==> config.mk <==
export PLATFORM = sky130hd
export DESIGN_NAME = adc_status_and_mode_regs
export DESIGN_NICKNAME = d
export VERILOG_FILES = /design/src/hw/adc_regs_pkg.sv /design/src/hw/adc_status_and_mode_regs.sv /design/src/hw/serial_front.sv /design/src/hw/status_tracker.sv
export SDC_FILE = /design/constraint.sdc
export NUM_CORES = 1
export LEC_CHECK = 0
export ABC_CLOCK_PERIOD_IN_PS = 2300
export BUFFER_PORTS_ARGS = -buffer_cell sky130_fd_sc_hd__buf_2
export CAP_MARGIN = 25
export CORE_AREA = 5 5 115 117
export CTS_BUF_LIST = sky130_fd_sc_hd__clkbuf_2 sky130_fd_sc_hd__clkbuf_4 sky130_fd_sc_hd__clkbuf_8
export DETAILED_ROUTE_END_ITERATION = 7
export DIE_AREA = 0 0 120 122
export HOLD_SLACK_MARGIN = 0.12
export PLACE_DENSITY = 0.77
export SLEW_MARGIN = 20
export SYNTH_ARGS = -nofsm -noshare
export SYNTH_HDL_FRONTEND = slang
export SYNTH_SLANG_ARGS = --single-unit
==> constraint.sdc <==
create_clock -name clock -period 2.3 [get_ports clock]
set_clock_uncertainty 0.1 [all_clocks]
set_input_delay 0.23 -clock clock [delete_from_list [all_inputs] [get_ports clock]]
set_output_delay 0.23 -clock clock [all_outputs]
set_load 0.03 [all_outputs]
==> src/hw/adc_regs_pkg.sv <==
// shared constants and types of the converter status and mode register block
package adc_regs_pkg;
    // ------------------------------------------------------------
    // register select codes
    // ------------------------------------------------------------
    localparam logic [2:0] RS_STATUS = 3'h0;
    localparam logic [2:0] RS_MODE   = 3'h1;
    localparam logic [2:0] RS_CONFIG = 3'h2;
    localparam logic [2:0] RS_DATA   = 3'h3;
    localparam logic [2:0] RS_ID     = 3'h4;
    localparam logic [2:0] RS_GPO    = 3'h5;

    // ------------------------------------------------------------
    // transfer lengths in serial clocks
    // ------------------------------------------------------------
    localparam logic [5:0] LEN_BYTE = 6'h08;
    localparam logic [5:0] LEN_WORD = 6'h18;
    localparam logic [5:0] LEN_LONG = 6'h20;

    // ------------------------------------------------------------
    // command byte fields
    // ------------------------------------------------------------
    localparam int CB_RW     = 6;
    localparam int CB_SEL_HI = 5;
    localparam int CB_SEL_LO = 3;

    // ------------------------------------------------------------
    // reset values, mode write mask and clamp value
    // ------------------------------------------------------------
    localparam logic [7:0]  STATUS_RESET = 8'h80;
    localparam logic [23:0] MODE_RESET   = 24'h08_0060;
    localparam logic [23:0] MODE_MASK    = 24'hFF_BFFF;
    localparam logic [23:0] DATA_CLAMP   = 24'hFF_FFFF;

    // ------------------------------------------------------------
    // status field positions
    // ------------------------------------------------------------
    localparam int SR_READY  = 7;
    localparam int SR_ERR    = 6;
    localparam int SR_REF_MISSING = 5;
    localparam int SR_PARITY = 4;

    // ------------------------------------------------------------
    // mode field positions
    // ------------------------------------------------------------
    localparam int MR_OP_HI     = 23;
    localparam int MR_OP_LO     = 21;
    localparam int MR_APPEND    = 20;
    localparam int MR_CLK_HI    = 19;
    localparam int MR_CLK_LO    = 18;
    localparam int MR_AVG_HI    = 17;
    localparam int MR_AVG_LO    = 16;
    localparam int MR_THIRD     = 15;
    localparam int MR_ZERO      = 14;
    localparam int MR_PARITY    = 13;
    localparam int MR_CLK_DIV   = 12;
    localparam int MR_SINGLE    = 11;
    localparam int MR_NOTCH     = 10;
    localparam int MR_RATE_HI   = 9;
    localparam int MR_RATE_LO   = 0;

    // serial frame states
    typedef enum logic [1:0] {ST_IDLE, ST_CMD, ST_READ, ST_WRITE} frame_state_t;
endpackage

==> src/hw/adc_status_and_mode_regs.sv <==
// serial command decode, mode register and status readout of the converter
//
// Behaviour
// - status is 8-bit read-only, select 000, resets 0x80
// - status shifts out bit 7 first
// - new result clears active-low ready bit
// - ready set after data read or pre-update warning
// - ready forced in low-power modes or sync low
// - output pin also shows ready between transfers
// - error flag set on clamped stored result
// - error clears when result back in range
// - error set on calibration faults
// - missing reference flag clamps results to ones
// - missing reference flag needs detect enable
// - parity bit shows odd ones of data
// - channel tag belongs to held result
// - mode register 24-bit, select 001, resets 0x080060
// - mode transfers most significant bit first
// - mode write resets modulator and sets ready
// - mode fields fixed layout, bit 14 zero
// - select bits choose register of next transfer
`timescale 1ns/1ps
module adc_status_and_mode_regs #(
    parameter logic [2:0] IDLE_CODE  = 3'h4,
    parameter logic [2:0] PDOWN_CODE = 3'h3
) (
    input  wire logic        clock,
    input  wire logic        resetn,
    input  wire logic        sclk_pin,
    input  wire logic        cs_n_pin,
    input  wire logic        din_pin,
    input  wire logic        sync_n_pin,
    input  wire logic        result_load,
    input  wire logic [23:0] result_data,
    input  wire logic        result_over,
    input  wire logic [3:0]  result_channel,
    input  wire logic        pre_update_warn,
    input  wire logic        ref_below,
    input  wire logic        ref_detect_enable,
    input  wire logic        cal_active,
    input  wire logic        cal_system,
    input  wire logic        cal_input_out_of_range,
    output logic             dout,
    output logic             dout_oe_n,
    output logic [23:0]      mode_value,
    output logic [7:0]       status_value,
    output logic             modulator_reset,
    output logic             ref_missing_flag
);
    // ------------------------------------------------------------
    // declarations
    // ------------------------------------------------------------
    adc_regs_pkg::frame_state_t state;
    logic        cs_active;
    logic        sclk_rise;
    logic        sclk_fall;
    logic        din_bit;
    logic [1:0]  sync_sync;
    logic [2:0]  cmd_count;
    logic [7:0]  cmd_shift;
    logic [2:0]  sel;
    logic [5:0]  bit_count;
    logic [31:0] out_shift;
    logic [23:0] in_shift;
    logic [23:0] data_value;

    // ------------------------------------------------------------
    // helpers
    // ------------------------------------------------------------
    // serial length of the register behind a select code
    function automatic logic [5:0] reg_length(input logic [2:0] rs, input logic append);
        logic [5:0] len;
        len = adc_regs_pkg::LEN_WORD;
        case (rs)
            adc_regs_pkg::RS_STATUS: len = adc_regs_pkg::LEN_BYTE;
            adc_regs_pkg::RS_ID:     len = adc_regs_pkg::LEN_BYTE;
            adc_regs_pkg::RS_GPO:    len = adc_regs_pkg::LEN_BYTE;
            adc_regs_pkg::RS_DATA:   len = append ? adc_regs_pkg::LEN_LONG
                                                  : adc_regs_pkg::LEN_WORD;
            default:                 len = adc_regs_pkg::LEN_WORD;
        endcase
        return len;
    endfunction

    // true for the operating modes that stop conversion
    function automatic logic is_low_power(input logic [2:0] op);
        return (op == IDLE_CODE) || (op == PDOWN_CODE);
    endfunction

    // ------------------------------------------------------------
    // pins and status
    // ------------------------------------------------------------
    serial_front u_front (
        .clock     (clock),
        .resetn    (resetn),
        .sclk_pin  (sclk_pin),
        .cs_n_pin  (cs_n_pin),
        .din_pin   (din_pin),
        .cs_active (cs_active),
        .sclk_rise (sclk_rise),
        .sclk_fall (sclk_fall),
        .din_bit   (din_bit)
    );

    // sync pin synchroniser
    always_ff @(posedge clock or negedge resetn) begin
        if (!resetn) begin
            sync_sync <= 2'h3;
        end else begin
            sync_sync <= {sync_sync[0], sync_n_pin};
        end
    end

    // ------------------------------------------------------------
    // command and transfer decode
    // ------------------------------------------------------------
    wire        append     = mode_value[adc_regs_pkg::MR_APPEND];
    wire        in_cmd     = (state == adc_regs_pkg::ST_CMD) && sclk_rise;
    wire        gate_hold  = in_cmd && (cmd_count == 3'h0) && din_bit;
    wire        cmd_take   = in_cmd && !gate_hold;
    wire        cmd_done   = cmd_take && (cmd_count == 3'h7);
    wire [7:0]  cmd_byte   = {cmd_shift[6:0], din_bit};
    wire        cmd_read   = cmd_byte[adc_regs_pkg::CB_RW];
    wire [2:0]  cmd_sel    = cmd_byte[adc_regs_pkg::CB_SEL_HI:adc_regs_pkg::CB_SEL_LO];
    wire        to_comms   = !cmd_read && (cmd_sel == adc_regs_pkg::RS_STATUS);
    wire        xfer       = (state == adc_regs_pkg::ST_READ) ||
                             (state == adc_regs_pkg::ST_WRITE);
    wire        xfer_last  = xfer && sclk_rise && (bit_count == 6'h01);
    wire [23:0] next_mode  = {in_shift[22:0], din_bit} & adc_regs_pkg::MODE_MASK;
    wire        mode_write = (state == adc_regs_pkg::ST_WRITE) && xfer_last &&
                             (sel == adc_regs_pkg::RS_MODE);
    wire        data_read  = (state == adc_regs_pkg::ST_READ) && xfer_last &&
                             (sel == adc_regs_pkg::RS_DATA);
    wire        sync_low   = !sync_sync[1];
    wire        ready_set  = data_read | pre_update_warn | modulator_reset |
                             sync_low |
                             is_low_power(mode_value[adc_regs_pkg::MR_OP_HI:adc_regs_pkg::MR_OP_LO]);

    // word placed on the output shifter, first bit at the top
    logic [31:0] read_word;
    always_comb begin
        read_word = 32'h0000_0000;
        case (cmd_sel)
            adc_regs_pkg::RS_STATUS: read_word = {status_value, 24'h00_0000};
            adc_regs_pkg::RS_MODE:   read_word = {mode_value, 8'h00};
            adc_regs_pkg::RS_DATA:   read_word = append ? {data_value, status_value}
                                                        : {data_value, 8'h00};
            default:                 read_word = 32'h0000_0000;
        endcase
    end

    // ------------------------------------------------------------
    // frame state machine
    // ------------------------------------------------------------
    always_ff @(posedge clock or negedge resetn) begin
        if (!resetn) begin
            state <= adc_regs_pkg::ST_IDLE;
        end else if (!cs_active) begin
            state <= adc_regs_pkg::ST_IDLE;
        end else begin
            case (state)
                adc_regs_pkg::ST_IDLE: state <= adc_regs_pkg::ST_CMD;
                adc_regs_pkg::ST_CMD: begin
                    if (cmd_done && cmd_read) begin
                        state <= adc_regs_pkg::ST_READ;
                    end else if (cmd_done && !to_comms) begin
                        state <= adc_regs_pkg::ST_WRITE;
                    end
                end
                adc_regs_pkg::ST_READ,
                adc_regs_pkg::ST_WRITE: begin
                    if (xfer_last) begin
                        state <= adc_regs_pkg::ST_CMD;
                    end
                end
                default: state <= adc_regs_pkg::ST_IDLE;
            endcase
        end
    end

    // command byte collection, gate bit held until a zero arrives
    always_ff @(posedge clock or negedge resetn) begin
        if (!resetn) begin
            cmd_count <= 3'h0;
            cmd_shift <= 8'h00;
            sel       <= adc_regs_pkg::RS_STATUS;
        end else if (state != adc_regs_pkg::ST_CMD) begin
            cmd_count <= 3'h0;
        end else if (cmd_take) begin
            cmd_count <= cmd_count + 3'h1;
            cmd_shift <= cmd_byte;
            if (cmd_done) begin
                sel <= cmd_sel;
            end
        end
    end

    // bit counter and shifters; output changes on falling clock
    always_ff @(posedge clock or negedge resetn) begin
        if (!resetn) begin
            bit_count <= 6'h00;
            out_shift <= 32'h0000_0000;
            in_shift  <= 24'h00_0000;
        end else if (cmd_done) begin
            bit_count <= reg_length(cmd_sel, append);
            out_shift <= read_word;
        end else if (xfer && sclk_rise) begin
            bit_count <= bit_count - 6'h01;
            in_shift  <= {in_shift[22:0], din_bit};
        end else if ((state == adc_regs_pkg::ST_READ) && sclk_fall) begin
            out_shift <= {out_shift[30:0], 1'b0};
        end
    end

    // ------------------------------------------------------------
    // mode register
    // ------------------------------------------------------------
    always_ff @(posedge clock or negedge resetn) begin
        if (!resetn) begin
            mode_value      <= adc_regs_pkg::MODE_RESET;
            modulator_reset <= 1'b0;
        end else begin
            modulator_reset <= mode_write;
            if (mode_write) begin
                mode_value <= next_mode;
            end
        end
    end

    // ------------------------------------------------------------
    // serial output and ready indication
    // ------------------------------------------------------------
    always_ff @(posedge clock or negedge resetn) begin
        if (!resetn) begin
            dout      <= 1'b1;
            dout_oe_n <= 1'b1;
        end else begin
            dout_oe_n <= !cs_active;
            if ((state == adc_regs_pkg::ST_READ) && sclk_fall) begin
                dout <= out_shift[31];
            end else if (state != adc_regs_pkg::ST_READ) begin
                dout <= status_value[adc_regs_pkg::SR_READY];
            end
        end
    end

    status_tracker u_status (
        .clock                  (clock),
        .resetn                 (resetn),
        .result_load            (result_load),
        .result_data            (result_data),
        .result_over            (result_over),
        .result_channel         (result_channel),
        .ready_set              (ready_set),
        .ref_below              (ref_below),
        .ref_detect_enable      (ref_detect_enable),
        .cal_active             (cal_active),
        .cal_system             (cal_system),
        .cal_input_out_of_range (cal_input_out_of_range),
        .parity_check_enable    (mode_value[adc_regs_pkg::MR_PARITY]),
        .status_value           (status_value),
        .data_value             (data_value),
        .ref_missing_flag       (ref_missing_flag)
    );
endmodule

==> src/hw/serial_front.sv <==
// pin synchroniser and edge detector of the serial port
`timescale 1ns/1ps
module serial_front (
    input  wire logic clock,
    input  wire logic resetn,
    input  wire logic sclk_pin,
    input  wire logic cs_n_pin,
    input  wire logic din_pin,
    output logic      cs_active,
    output logic      sclk_rise,
    output logic      sclk_fall,
    output logic      din_bit
);
    logic [1:0] sclk_sync;
    logic [1:0] cs_sync;
    logic [1:0] din_sync;
    logic       sclk_last;

    // two-stage synchronisers, idle levels high
    always_ff @(posedge clock or negedge resetn) begin
        if (!resetn) begin
            sclk_sync <= 2'h3;
            cs_sync   <= 2'h3;
            din_sync  <= 2'h3;
            sclk_last <= 1'b1;
        end else begin
            sclk_sync <= {sclk_sync[0], sclk_pin};
            cs_sync   <= {cs_sync[0], cs_n_pin};
            din_sync  <= {din_sync[0], din_pin};
            sclk_last <= sclk_sync[1];
        end
    end

    // edges seen only on the second stage
    assign sclk_rise = sclk_sync[1] & ~sclk_last;
    assign sclk_fall = ~sclk_sync[1] & sclk_last;
    assign cs_active = ~cs_sync[1];
    assign din_bit   = din_sync[1];
endmodule

==> src/hw/status_tracker.sv <==
// status flags and held conversion result
`timescale 1ns/1ps
module status_tracker (
    input  wire logic        clock,
    input  wire logic        resetn,
    input  wire logic        result_load,
    input  wire logic [23:0] result_data,
    input  wire logic        result_over,
    input  wire logic [3:0]  result_channel,
    input  wire logic        ready_set,
    input  wire logic        ref_below,
    input  wire logic        ref_detect_enable,
    input  wire logic        cal_active,
    input  wire logic        cal_system,
    input  wire logic        cal_input_out_of_range,
    input  wire logic        parity_check_enable,
    output logic [7:0]       status_value,
    output logic [23:0]      data_value,
    output logic             ref_missing_flag
);
    logic       ready_n;
    logic       err;
    logic       parity;
    logic [3:0] result_channel_tag;

    // ------------------------------------------------------------
    // event decode
    // ------------------------------------------------------------
    wire        clamped   = result_over | ref_missing_flag;
    wire        cal_fault = cal_active & (ref_below | (cal_system & cal_input_out_of_range));
    wire [23:0] stored    = ref_missing_flag ? adc_regs_pkg::DATA_CLAMP : result_data;

    // flags; a new result wins over any ready set
    always_ff @(posedge clock or negedge resetn) begin
        if (!resetn) begin
            ready_n            <= adc_regs_pkg::STATUS_RESET[adc_regs_pkg::SR_READY];
            err                <= 1'b0;
            ref_missing_flag   <= 1'b0;
            parity             <= 1'b0;
            result_channel_tag <= 4'h0;
            data_value         <= 24'h00_0000;
        end else begin
            ref_missing_flag <= ref_detect_enable & ref_below;
            parity           <= parity_check_enable & (^data_value);
            if (result_load) begin
                ready_n            <= 1'b0;
                err                <= clamped | cal_fault;
                result_channel_tag <= result_channel;
                data_value         <= stored;
            end else begin
                if (ready_set) begin
                    ready_n <= 1'b1;
                end
                if (cal_fault) begin
                    err <= 1'b1;
                end
            end
        end
    end

    assign status_value = {ready_n, err, ref_missing_flag, parity, result_channel_tag};
endmodule

* Yosys cells after proc, flatten, opt, wreduce, memory -nomap -nowiden
Cells that the tools add are included.
** Operators by class
- Mux-type cells :: 23
- $add $sub $neg :: 2
- Reductions and logical operators :: 38
- Equality and inequality tests :: 18
- Bitwise logic cells :: 17
** Operators by type and width (count)
- $mux W32 :: 3
- $pmux W32 S3 :: 1
- $mux W24 :: 1
- $reduce_xor A24 Y1 :: 1
- $mux W6 :: 3
- $logic_and A1 B1 Y1 :: 15
- $eq A3 B3 Y1 const B :: 4
- $pmux W6 S2 :: 1
- $reduce_bool A2 Y1 :: 6
- $eq A3 B2 Y1 const B :: 3
- $mux W2 :: 4
- $mux W8 :: 1
- $reduce_and A2 Y1 :: 4
- $or A1 B1 Y1 :: 7
- $and A1 B1 Y1 :: 6
- $eq A3 B1 Y1 const B :: 2
- $eq A6 B1 Y1 const B :: 1
- $logic_not A3 Y1 :: 2
- $mux W1 :: 6
- $mux W3 :: 2
- $pmux W2 S3 :: 1
- $sub A6 B1 Y6 const B :: 1
- $eq A2 B2 Y1 const B :: 2
- $logic_not A1 Y1 :: 4
- 12 further kinds :: 17
** Storage, ports and cells
- Bits of input ports :: 42
- Output and inout bits :: 36
- Register bits after elaboration :: 142
- Logic and storage cells :: 120

* Logic depth before layout (Yosys ltp)
Gate-level depths: netlist of run 1.
- Word-level depth :: 13
- Depth in mapped cells :: 8
- Depth with buffers taken out :: 7

* Modules after synthesis
From an unflattened synthesis of run 1, not the netlist that was laid out.
** Second synthesis, totals
- Cell total of the unflattened synthesis :: 549
- Area total of the unflattened synthesis :: 6481.2 µm²
** By module, submodules not included
- adc_status_and_mode_regs :: area each 4807.1 µm², instances 1, cells each 387
- status_tracker :: area each 1471.4 µm², instances 1, cells each 152
- serial_front :: area each 202.7 µm², instances 1, cells each 10

* Least setup slack after synthesis of run 1
OpenSTA, ideal clock, no wires.
- Path type :: flip-flop to flip-flop
- From :: register bit_count[1]
- To :: register mode_value[0]
- Setup slack :: 133 ps
- Cell stages (with the launch flop) :: 7
- Setup time :: 125 ps
- Path buffers :: 1
- Arrival :: 1943 ps
- Cells stage by stage :: dfrtp_1 -> inv_1 -> ha_1 -> or4b_4 -> nor4_4 -> buf_6 -> mux2_2
** On the way
- Word-level cells in the longest chain between the ends :: 4
** Ends and longest elaborated chain
- start, declared :: RTL line adc_status_and_mode_regs.sv:62 : logic [5:0] bit_count;
- start signal, assigned :: RTL line adc_status_and_mode_regs.sv:205 : bit_count <= reg_length(cmd_sel, append);
- start signal, assigned :: RTL line adc_status_and_mode_regs.sv:208 : bit_count <= bit_count - 6'h01;
- $eq A6 B1 Y1 :: RTL line adc_status_and_mode_regs.sv:128 : wire xfer_last = xfer && sclk_rise && (bit_count == 6'h01);
- $logic_and A1 B1 Y1 :: RTL line adc_status_and_mode_regs.sv:128
- $logic_and A1 B1 Y1 (2 in series) :: RTL line adc_status_and_mode_regs.sv:130 : wire mode_write = (state == adc_regs_pkg::ST_WRITE) && xfer_last &&
- end signal, assigned :: RTL line adc_status_and_mode_regs.sv:220 : mode_value <= adc_regs_pkg::MODE_RESET;
- end signal, assigned :: RTL line adc_status_and_mode_regs.sv:225 : mode_value <= next_mode;
- end, declared :: RTL line adc_status_and_mode_regs.sv:45 : output logic [23:0] mode_value,
No other way between the ends.
A chain may end at the register's enable or synchronous reset.

* Final worst setup path of run 1
- From :: register bit_count[1]
- To :: register mode_value[9]
The elaborated chain is that of the path after synthesis.

==> qor.txt, run 1 <==
WL/cell = 17.2 µm
Reg clk slew, reported paths = 0.08 ns
critical path arrival = 2.46 ns
multi-input logic area = 2590 µm²
First-pass DRT Iterations = 5
Most used DFF post-synth = dfrtp_1
CTS tree = built
slowest stage delay, CP = 0.49 ns
Largest delay share family, worst path = simple AND/OR/NAND/NOR gates
final setup fails = 0
antenna violations before repair = 0
I/O Buffers = 76
Detailed Place HPWL = 9.45 mm
non-filler cells in the finished layout = 853
Max Fanout on Critical Path = 12
max frequency = 0.445 GHz
chip width = 120 µm
Peak VDD IR = 0.000464 V
Clock Path Buffers = 2
Syn Area/Cell = 11.2 µm²
status = complete, no violations
Tmin final = 2.25 ns
P per Cell Area = 710 nW/µm²
Synth top area share = 49.9%
Synth area leaders = dfrtp_1, mux2_2, dfstp_2
Post-Syn Nets = 615
gpl congestion = 0.853
unrepaired setup endpoints after global routing = false
Critical Path End Type = flop
Total GRT Usage = 21.0%
Worst Max-Slew Pin Slew = 0.526 ns
first-pass GRT wire length = 24.3 mm
Lkg Pwr = 3.60 nW
startpoint types = flop
final wirelength = 14.6 mm
fraction of final layout cells sized beyond drive strength 1 = 31.0%
post-route ant nets = 0
Layout area overhead = 22.5%
H-Tree Depth = 4
fill count = 912
Cell Area, Placed = 6940 µm²
Post-Route Setup TNS = 0 ns
Worst Path Required = 2.51 ns
final core occ = 63.7%
DR vias = 4694
Nets = 737
Ys Warns = 0
total die area = 14600 µm²
DRC = 0
Clk Tree Root Cell = clkbuf_8
register area share after synthesis = 56.1%
Synth Register Bits = 142
cell count after synthesis = 568
Slew Viols, Final = 0
via density per instance = 5.50
critical path's slowest cell = or4b_4
num rows = 41
largest net degree at the start of global routing = 54
Die Span Y = 122 µm
CP bufs+invs = 3
Final period util = 97.7%
post-route design area = 7800 µm²
IO Count = 78
type of the most critical hold path = in2async
Post-CTS Resized = 0
total clock sinks = 142
total chip power = 5.54 mW
worst-path cell chain = inv_1 -> ha_1 -> or4b_4 -> nor4_4 -> buf_4 -> clkbuf_16 -> mux2_2
Synth Cell Area = 6370 µm²
Initial Util = 52.0%
Synth area leader = dfrtp_1
max-cap violations = 0
Iter 0 DRT Violations = 235
n_diodes = 0
Skew-Pair Late Insertion Delay = 0.43 ns
register area = 3570 µm²
Hold Vio Cnt, Final = 0
slew margin rel. = 64.9%
core area = 12300 µm²
Inserted Clock Buffers = 17
Post-synth EDFFs = 0
total grt overflow = 0
Async SR Flop Fraction = 100%
Yosys cell types = 44
DP Cell Count = 773
WS Path Type = reg2reg
vias in the first global route = 4862
-- cell families (layout without fill, tap and decap cells) --
logic type / count (synthesis) / after routing / share of synthesized area, %
flip-flops: 142 / 142 / 56.1
adder cells (fa/ha/maj): 5 / 5 / 0.982
AO/OA/AOI/OAI: 100 / 100 / 8.45
AND/OR/NAND/NOR: 154 / 154 / 11.2
XOR/XNOR: 27 / 27 / 3.93
multiplexers: 93 / 93 / 16.0
other: 1 / 1 / 0.0589
buffers and inverters: 46 / 181 / 3.36
-- stage by stage --
step	hold WS (ns)	setup slack, ns
after CTS	0.192	0.0354
after detailed placement	0.109	0.0841
after global placement	0.107	0.172
after global routing	0.225	0.00495
final	0.199	0.0521
after floorplan	-0.166	0.133
-- sequential cells by signal, indices dropped and copies added (netlist names), 2 cells and up --
register                     cells
bit_count                        6
u_status.data_value             24
cmd_shift                        6
mode_value                      23
u_front.cs_sync                  2
state                            2
sel                              3
u_front.sclk_sync                2
out_shift                       32
cmd_count                        3
in_shift                        23
u_front.din_sync                 2
u_status.result_channel_tag      4
sync_sync                        2
-- synth_stat cells (6+ instances only) --
master,instances
a21oi_1,42
buf_4,6
clkbuf_1,22
dfrtp_1,127
dfstp_2,15
inv_1,9
mux2_2,69
mux2i_1,24
nand2_1,40
nand3_1,23
nor2_1,62
o21ai_0,47
xnor2_1,21
-- path summary, 6_finish.rpt --
kind	start	to	slack, ns	depth (start not counted)
worst max-delay path	bit_count[1]$_DFFE_PN0P_	mode_value[9]$_DFFE_PN0P_	0.05	7
worst min-delay path	resetn	in_shift[15]$_DFFE_PN0P_	0.20	2
worst max register to register	bit_count[1]$_DFFE_PN0P_	mode_value[9]$_DFFE_PN0P_	0.05	7
worst min register to register	u_front.din_sync[0]$_DFF_PN1_	u_front.din_sync[1]$_DFF_PN1_	0.25	0
max in group asynchronous	resetn	sync_sync[0]$_DFF_PN1_	1.16	3
min in group clock	u_front.din_sync[0]$_DFF_PN1_	u_front.din_sync[1]$_DFF_PN1_	0.25	0
-- timing repair --
action	CTS	global route
setup buffers	0	1
hold endpoints to repair	169	0
endpoints found under the setup margin	0	3
hold buffers	46	0
-- power breakdown --
| group | internal [mW] | leakage (nW) | switching [mW] | total (mW) |
|---|---|---|---|---|
| Sequential | 2.60 | 1.83 | 0.117 | 2.72 |
| Combinational | 0.515 | 1.60 | 0.475 | 0.990 |
| Clock | 0.894 | 0.173 | 0.938 | 1.83 |
| Total | 4.01 | 3.60 | 1.53 | 5.54 |
-- per-layer routing --
metal	vias up	global-route usage, %	wire (µm)
li1	2195	-	-
met1	2309	25.6	6110
met2	152	36.6	7480
met3	38	5.15	636
met4	0	7.37	414
met5	-	0	0
-- worst reg2reg max path: stages, from the launching register on --
cell	delay [ns]
dfrtp_1	0.40
inv_1	0.10
ha_1	0.17
or4b_4	0.49
nor4_4	0.15
buf_4	0.20
clkbuf_16	0.18
mux2_2	0.34
-- area by class of cell --
class                           instances  area share, %
Inverter                                9          0.433
Multi-Input combinational cell        380           33.1
Clock inverter                         13           1.54
Sequential cell                       142           45.8
Tap cell                              150           2.40
Timing Repair Buffer                  140           13.4
Clock buffer                           19           3.27
-- placed cells by master (no fill, tap or decap), drive strengths merged, types with 2 or more instances in the layout --
master,synthesis,routed
dfrtp,127,127
nor4,2,2
nand2b,3,3
inv,9,9
a21oi,42,42
nor3,2,2
nand4,3,3
and2,4,4
clkinvlp,0,6
dlygate4sd3,0,46
mux2i,24,24
o22a,4,4
o21ai,47,47
nand3,23,23
ha,5,5
xnor2,21,21
xor2,5,5
dfstp,15,15
nor2,64,64
clkbuf,22,20
nor2b,5,5
buf,15,93
mux2,69,69
nand2,40,40
nand3b,2,2
clkinv,0,6
Power figures use the tool's default switching activity.
==> run 2: changes to the inputs <==
- ABC_CLOCK_PERIOD_IN_PS: 2300 -> 2340
- CORE_AREA: 5 5 115 117 -> 5 5 110 112
- DIE_AREA: 0 0 120 122 -> 0 0 115 117
- MAX_ROUTING_LAYER: not set -> met4
- PLACE_DENSITY: 0.77 -> 0.8
- TNS_END_PERCENT: not set -> 50
- clock period: 2.3 -> 2.34 ns (I/O delays scaled with it)
==> run 2 against run 1 <==
Non-clock buffer count down 8. Register-to-register slack better by 0.08 ns. Design area barely moved. Cell count fell by 1.8%. Count of clock-buffer cells in the layout is 1 higher. Combinational power is 4.7% lower.
==> qor.txt, run 2 (same netlist as run 1, synthesis figures left out) <==
status = complete, no violations (unchanged)
Clock Path Buffers = 2 (unchanged)
Worst Max-Slew Pin Slew = 0.644 ns (was 0.526 ns)
critical path's slowest cell = or4b_4 (unchanged)
Die Span Y = 117 µm (was 122 µm)
Inserted Clock Buffers = 17 (unchanged)
final setup fails = 0 (unchanged)
P per Cell Area = 762 nW/µm² (was 710 nW/µm²)
chip width = 115 µm (was 120 µm)
first-pass GRT wire length = 24.4 mm (was 24.3 mm)
DR vias = 4599 (was 4694)
DRC = 0 (unchanged)
type of the most critical hold path = in2async (unchanged)
unrepaired setup endpoints after global routing = false (unchanged)
register area = 3570 µm² (unchanged)
Detailed Place HPWL = 9.43 mm (was 9.45 mm)
Iter 0 DRT Violations = 180 (was 235)
CP bufs+invs = 2 (was 3)
worst r2r src = bit_count[1]$_DFFE_PN0P_ (unchanged)
Post-Route Setup TNS = 0 ns (unchanged)
gpl congestion = 0.873 (was 0.853)
Total GRT Usage = 24.4% (was 21.0%)
core area = 11100 µm² (was 12300 µm²)
register-to-register path setup slack = 0.13 ns (was 0.05 ns)
slowest stage delay, CP = 0.48 ns (was 0.49 ns)
fraction of final layout cells sized beyond drive strength 1 = 31.4% (was 31.0%)
Clk Tree Root Cell = clkbuf_8 (unchanged)
Initial Util = 57.3% (was 52.0%)
n_diodes = 0 (unchanged)
Peak VDD IR = 0.000480 V (was 0.000464 V)
most frequent cells in the layout = dfrtp_1, buf_2, mux2_2 (unchanged)
via density per instance = 5.49 (was 5.50)
max FFs per register = 32 (unchanged)
worst-path cell chain = inv_1 -> ha_1 -> or4b_4 -> nor4_4 -> buf_12 -> mux2_2 (was inv_1 -> ha_1 -> or4b_4 -> nor4_4 -> buf_4 -> clkbuf_16 -> mux2_2)
Nets = 729 (was 737)
most common cell after layout, fill and taps aside = dfrtp_1 (unchanged)
Hold Vio Cnt, Final = 0 (unchanged)
WL/cell = 17.4 µm (was 17.2 µm)
CTS tree = built (unchanged)
WS Path Type = reg2reg (unchanged)
Largest delay share family, worst path = simple AND/OR/NAND/NOR gates (unchanged)
Final period util = 94.4% (was 97.7%)
DP Cell Count = 768 (was 773)
non-filler cells in the finished layout = 838 (was 853)
critical path arrival = 2.44 ns (was 2.46 ns)
Cell Area, Placed = 6940 µm² (about the same)
total grt overflow = 0 (unchanged)
post-route design area = 7800 µm² (about the same)
largest registers = out_shift: 32 flops, u_status.data_value: 24 flops (unchanged)
Reg clk slew, reported paths = 0.07 ns (was 0.08 ns)
startpoint types = flop (unchanged)
I/O Buffers = 76 (unchanged)
Worst Path Required = 2.57 ns (was 2.51 ns)
fill count = 788 (was 912)
total clock sinks = 142 (unchanged)
max-cap violations = 0 (unchanged)
post-route ant nets = 0 (unchanged)
Skew-Pair Late Insertion Delay = 0.45 ns (was 0.43 ns)
Post-CTS Resized = 0 (unchanged)
vias in the first global route = 4927 (was 4862)
largest net degree at the start of global routing = 61 (was 54)
multi-input logic area = 2590 µm² (unchanged)
max frequency = 0.453 GHz (was 0.445 GHz)
total die area = 13500 µm² (was 14600 µm²)
Lkg Pwr = 3.63 nW (was 3.60 nW)
antenna violations before repair = 0 (unchanged)
reg2reg path depth = 6 (was 7)
Max Fanout on Critical Path = 24 (was 12)
First-pass DRT Iterations = 4 (was 5)
Tmin final = 2.21 ns (was 2.25 ns)
Slew Viols, Final = 0 (unchanged)
IO Count = 78 (unchanged)
num rows = 39 (was 41)
Critical Path End Type = flop (unchanged)
Top reg by flops = out_shift (unchanged)
Layout area overhead = 22.5% (about the same)
final wirelength = 14.6 mm (about the same)
reg2reg end = mode_value[12]$_DFFE_PN0P_ (was mode_value[9]$_DFFE_PN0P_)
slew margin rel. = 57.1% (was 64.9%)
H-Tree Depth = 4 (unchanged)
## run 2: cell count changes in the layout (fill, tap and decap cells not counted), sizes merged
cell | before | now
buf | 93 | 94
dlygate4sd3 | 46 | 38
clkinv | 6 | 4
bufinv | 1 | 6
clkinvlp | 6 | 2
## run 2: metal layers
metal  up-vias  part of all wire (%)  global-route usage [%]  wire length, µm
met5         -                     0                       -                0
met4         0                   2.1                    10.5              308
met3        26                   3.8                    5.04              556
met2       100                    53                    41.0             7780
met1      2300                    41                    28.6             5930
li1       2173                     -                       -                -
## run 2: where the power goes
group,internal [mW],total (mW),switching (mW)
sequential,2.56,2.67,0.110
combinational,0.473,0.943,0.470
clock,1.42,2.33,0.910
total,4.45,5.94,1.49
## run 2: stage by stage
step	worst slack [ns]	power (mW)	hold WS (ns)	utilization, %
after floorplan	0.173	3.33	-0.162	-
after global placement	0.218	3.57	0.154	62.4
after detailed placement	0.143	3.60	0.150	62.4
after CTS	0.120	5.96	0.217	70.1
after global routing	0.0317	6.17	0.245	70.1
final	0.131	5.94	0.233	70.1
## run 2: how the worst max path moves through the flow
stage / startpoint / endpoint / depth (start not counted)
5_1_grt: bit_count[1]$_DFFE_PN0P_ / mode_value[12]$_DFFE_PN0P_ / 6
2_1_floorplan: bit_count[1]$_DFFE_PN0P_ / mode_value[0]$_DFFE_PN0P_ / 6
3_5_place_dp: bit_count[1]$_DFFE_PN0P_ / mode_value[15]$_DFFE_PN0P_ / 6
4_1_cts: bit_count[1]$_DFFE_PN0P_ / mode_value[12]$_DFFE_PN0P_ / 6
6_report: bit_count[1]$_DFFE_PN0P_ / mode_value[12]$_DFFE_PN0P_ / 6
3_3_place_gp: bit_count[1]$_DFFE_PN0P_ / mode_value[10]$_DFFE_PN0P_ / 6
## run 2: cell type report
class                           instances  share of cell area, %
Clock inverter                         12                   2.76
Clock buffer                           20                   3.37
Sequential cell                       142                   45.8
Timing Repair Buffer                  132                   12.2
Inverter                                9                  0.433
Multi-Input combinational cell        380                   33.2
Tap cell                              143                   2.29
## run 2: timing repair
| action | CTS | global route |
|---|---|---|
| setup endpoints to repair | 0 | 0 |
| hold endpoints to repair | 154 | 0 |
| hold buffers | 38 | 0 |
| setup buffers | 0 | 0 |
## run 2: worst register-to-register path, cell delays in order (launching register included)
cell     delay [ns]
dfrtp_1        0.39
inv_1          0.08
ha_1           0.17
or4b_4         0.48
nor4_4         0.28
buf_12         0.23
mux2_2         0.36
==> run 3: changes to the inputs <==
- BUFFER_PORTS_ARGS: -buffer_cell sky130_fd_sc_hd__buf_2 -> -buffer_cell sky130_fd_sc_hd__buf_4
- CORE_AREA: 5 5 110 112 -> 5 5 140 142
- DIE_AREA: 0 0 115 117 -> 0 0 145 147
- PLACE_DENSITY: 0.8 -> not set
==> run 3 against run 2 <==
Combinational power is 2.9% higher. Maximum frequency is 0.64% lower. Routed wire length is 2.7% higher. Register-to-register slack hardly changed. Cell count is 11% higher. Via count is 0.96% lower. Worst setup slack worse by 0.014 ns. Hold slack worse by 0.047 ns. Non-clock buffer count is 1 lower. Sequential power hardly changed. Count of clock-buffer cells in the layout is 1 higher. Clock power is 11% lower. Largest cell class unchanged. Largest power group unchanged.
==> qor.txt, run 3 (same netlist as run 1, synthesis figures left out) <==
Critical Path End Type = flop (unchanged)
slowest stage delay, CP = 0.48 ns (about the same)
vias in the first global route = 4946 (was 4927)
P per Cell Area = 714 nW/µm² (was 762 nW/µm²)
status = complete, no violations (unchanged)
critical path's slowest cell = or4b_4 (unchanged)
Largest delay share family, worst path = simple AND/OR/NAND/NOR gates (unchanged)
CTS tree = built (unchanged)
reg2reg end = mode_value[12]$_DFFE_PN0P_ (unchanged)
final setup fails = 0 (unchanged)
Crit. Startpoint = bit_count[1]$_DFFE_PN0P_ (unchanged)
Top reg by flops = out_shift (unchanged)
I/O Buffers = 76 (unchanged)
Final period util = 95.0% (was 94.4%)
largest net degree at the start of global routing = 70 (was 61)
CP bufs+invs = 2 (unchanged)
Detailed Place HPWL = 10.3 mm (was 9.43 mm)
total grt overflow = 0 (unchanged)
Clock Path Buffers = 2 (unchanged)
antenna violations before repair = 0 (unchanged)
type of the most critical hold path = in2reg (was in2async)
critical path depth = 6 (unchanged)
critical path arrival = 2.45 ns (was 2.44 ns)
first-pass GRT wire length = 25.5 mm (was 24.4 mm)
most common cell after layout, fill and taps aside = dfrtp_1 (unchanged)
total clock sinks = 142 (unchanged)
max-cap violations = 0 (unchanged)
Layout area overhead = 26.0% (was 22.5%)
Post-CTS Resized = 0 (unchanged)
most frequent cells in the layout = dfrtp_1, buf_4, mux2_2 (was dfrtp_1, buf_2, mux2_2)
largest registers = out_shift: 32 flops, u_status.data_value: 24 flops (unchanged)
Initial Util = 34.8% (was 57.3%)
Clk Tree Root Cell = clkbuf_8 (unchanged)
IO Count = 78 (unchanged)
register-to-register path setup slack = 0.12 ns (was 0.13 ns)
Total GRT Usage = 15.1% (was 24.4%)
Peak VDD IR = 0.000385 V (was 0.000480 V)
slew margin rel. = 57.3% (was 57.1%)
unrepaired setup endpoints after global routing = true (was false)
Tmin final = 2.22 ns (was 2.21 ns)
gpl congestion = 0.839 (was 0.873)
Hold Vio Cnt, Final = 0 (unchanged)
post-route ant nets = 0 (unchanged)
Lkg Pwr = 3.62 nW (was 3.63 nW)
CP Capture Point = mode_value[12]$_DFFE_PN0P_ (unchanged)
reg2reg path depth = 6 (unchanged)
Die Span Y = 147 µm (was 117 µm)
DRC = 0 (unchanged)
max frequency = 0.450 GHz (was 0.453 GHz)
worst r2r src = bit_count[1]$_DFFE_PN0P_ (unchanged)
startpoint types = flop (unchanged)
WL/cell = 16.1 µm (was 17.4 µm)
via density per instance = 4.91 (was 5.49)
Iter 0 DRT Violations = 270 (was 180)
final wirelength = 15.0 mm (was 14.6 mm)
n_diodes = 0 (unchanged)
total chip power = 5.73 mW (was 5.94 mW)
num rows = 50 (was 39)
fraction of final layout cells sized beyond drive strength 1 = 31.2% (was 31.4%)
Nets = 728 (was 729)
max FFs per register = 32 (unchanged)
total die area = 21300 µm² (was 13500 µm²)
Skew-Pair Late Insertion Delay = 0.45 ns (about the same)
First-pass DRT Iterations = 4 (unchanged)
Reg clk slew, reported paths = 0.07 ns (about the same)
Worst Max-Slew Pin Slew = 0.641 ns (was 0.644 ns)
core area = 18300 µm² (was 11100 µm²)
WS Path Type = reg2reg (unchanged)
final core occ = 43.8% (was 70.1%)
DR vias = 4555 (was 4599)
worst-path cell chain = inv_1 -> ha_1 -> or4b_4 -> nor4_4 -> buf_12 -> mux2_2 (unchanged)
Slew Viols, Final = 0 (unchanged)
Inserted Clock Buffers = 17 (unchanged)
Max Fanout on Critical Path = 24 (unchanged)
chip width = 145 µm (was 115 µm)
Worst Path Required = 2.57 ns (about the same)
H-Tree Depth = 4 (unchanged)
## run 3: stage by stage
stage	std cells	setup WS [ns]	hold WS, ns	TNS [ns]	area, µm²
after floorplan	568	0.173	-0.162	0	6370
after global placement	858	0.156	0.190	0	7220
after detailed placement	858	0.142	0.198	0	7220
after CTS	927	0.103	0.171	0	8030
after global routing	927	-0.0151	0.206	-0.0228	8030
final	927	0.117	0.186	0	8030
## run 3: routing by layer
metal | share of wire, % | track usage, % | vias up
met5 | 0 | - | -
met4 | 1.7 | 5.37 | 0
met3 | 2.6 | 2.84 | 22
met2 | 52 | 25.2 | 72
met1 | 44 | 18.3 | 2294
li1 | - | - | 2167
## run 3: area by class of cell
class,count,area (µm²)
clock buffer,21,283
clock inverter,10,138
fill,1708,10300
inverter,9,33.8
multi-input combinational,380,2590
sequential,142,3570
tap,234,293
timing repair buffer,131,1120
## run 3: report_power, final
group	total [mW]	switching (mW)	leakage, nW	internal [mW]
Clock	2.07	0.929	0.199	1.14
Sequential	2.69	0.133	1.83	2.56
Combinational	0.970	0.466	1.59	0.504
## run 3: worst min path at each step
stage,start,slack (ns),to,depth (start not counted)
2_1_floorplan,resetn,-0.16,bit_count[0]$_DFFE_PN0P_,0
5_1_grt,result_load,0.21,u_status.data_value[0]$_DFFE_PN0P_,2
6_report,result_load,0.19,u_status.ready_n$_DFFE_PN1P_,2
3_5_place_dp,resetn,0.20,u_status.data_value[17]$_DFFE_PN0P_,1
4_1_cts,result_load,0.17,u_status.ready_n$_DFFE_PN1P_,2
3_3_place_gp,resetn,0.19,in_shift[13]$_DFFE_PN0P_,1
## run 3: repair_timing
action	in CTS	in global routing
setup buffers	0	0
setup endpoints to repair	0	3
endpoints found under the hold margin	101	0
hold buffers	38	0
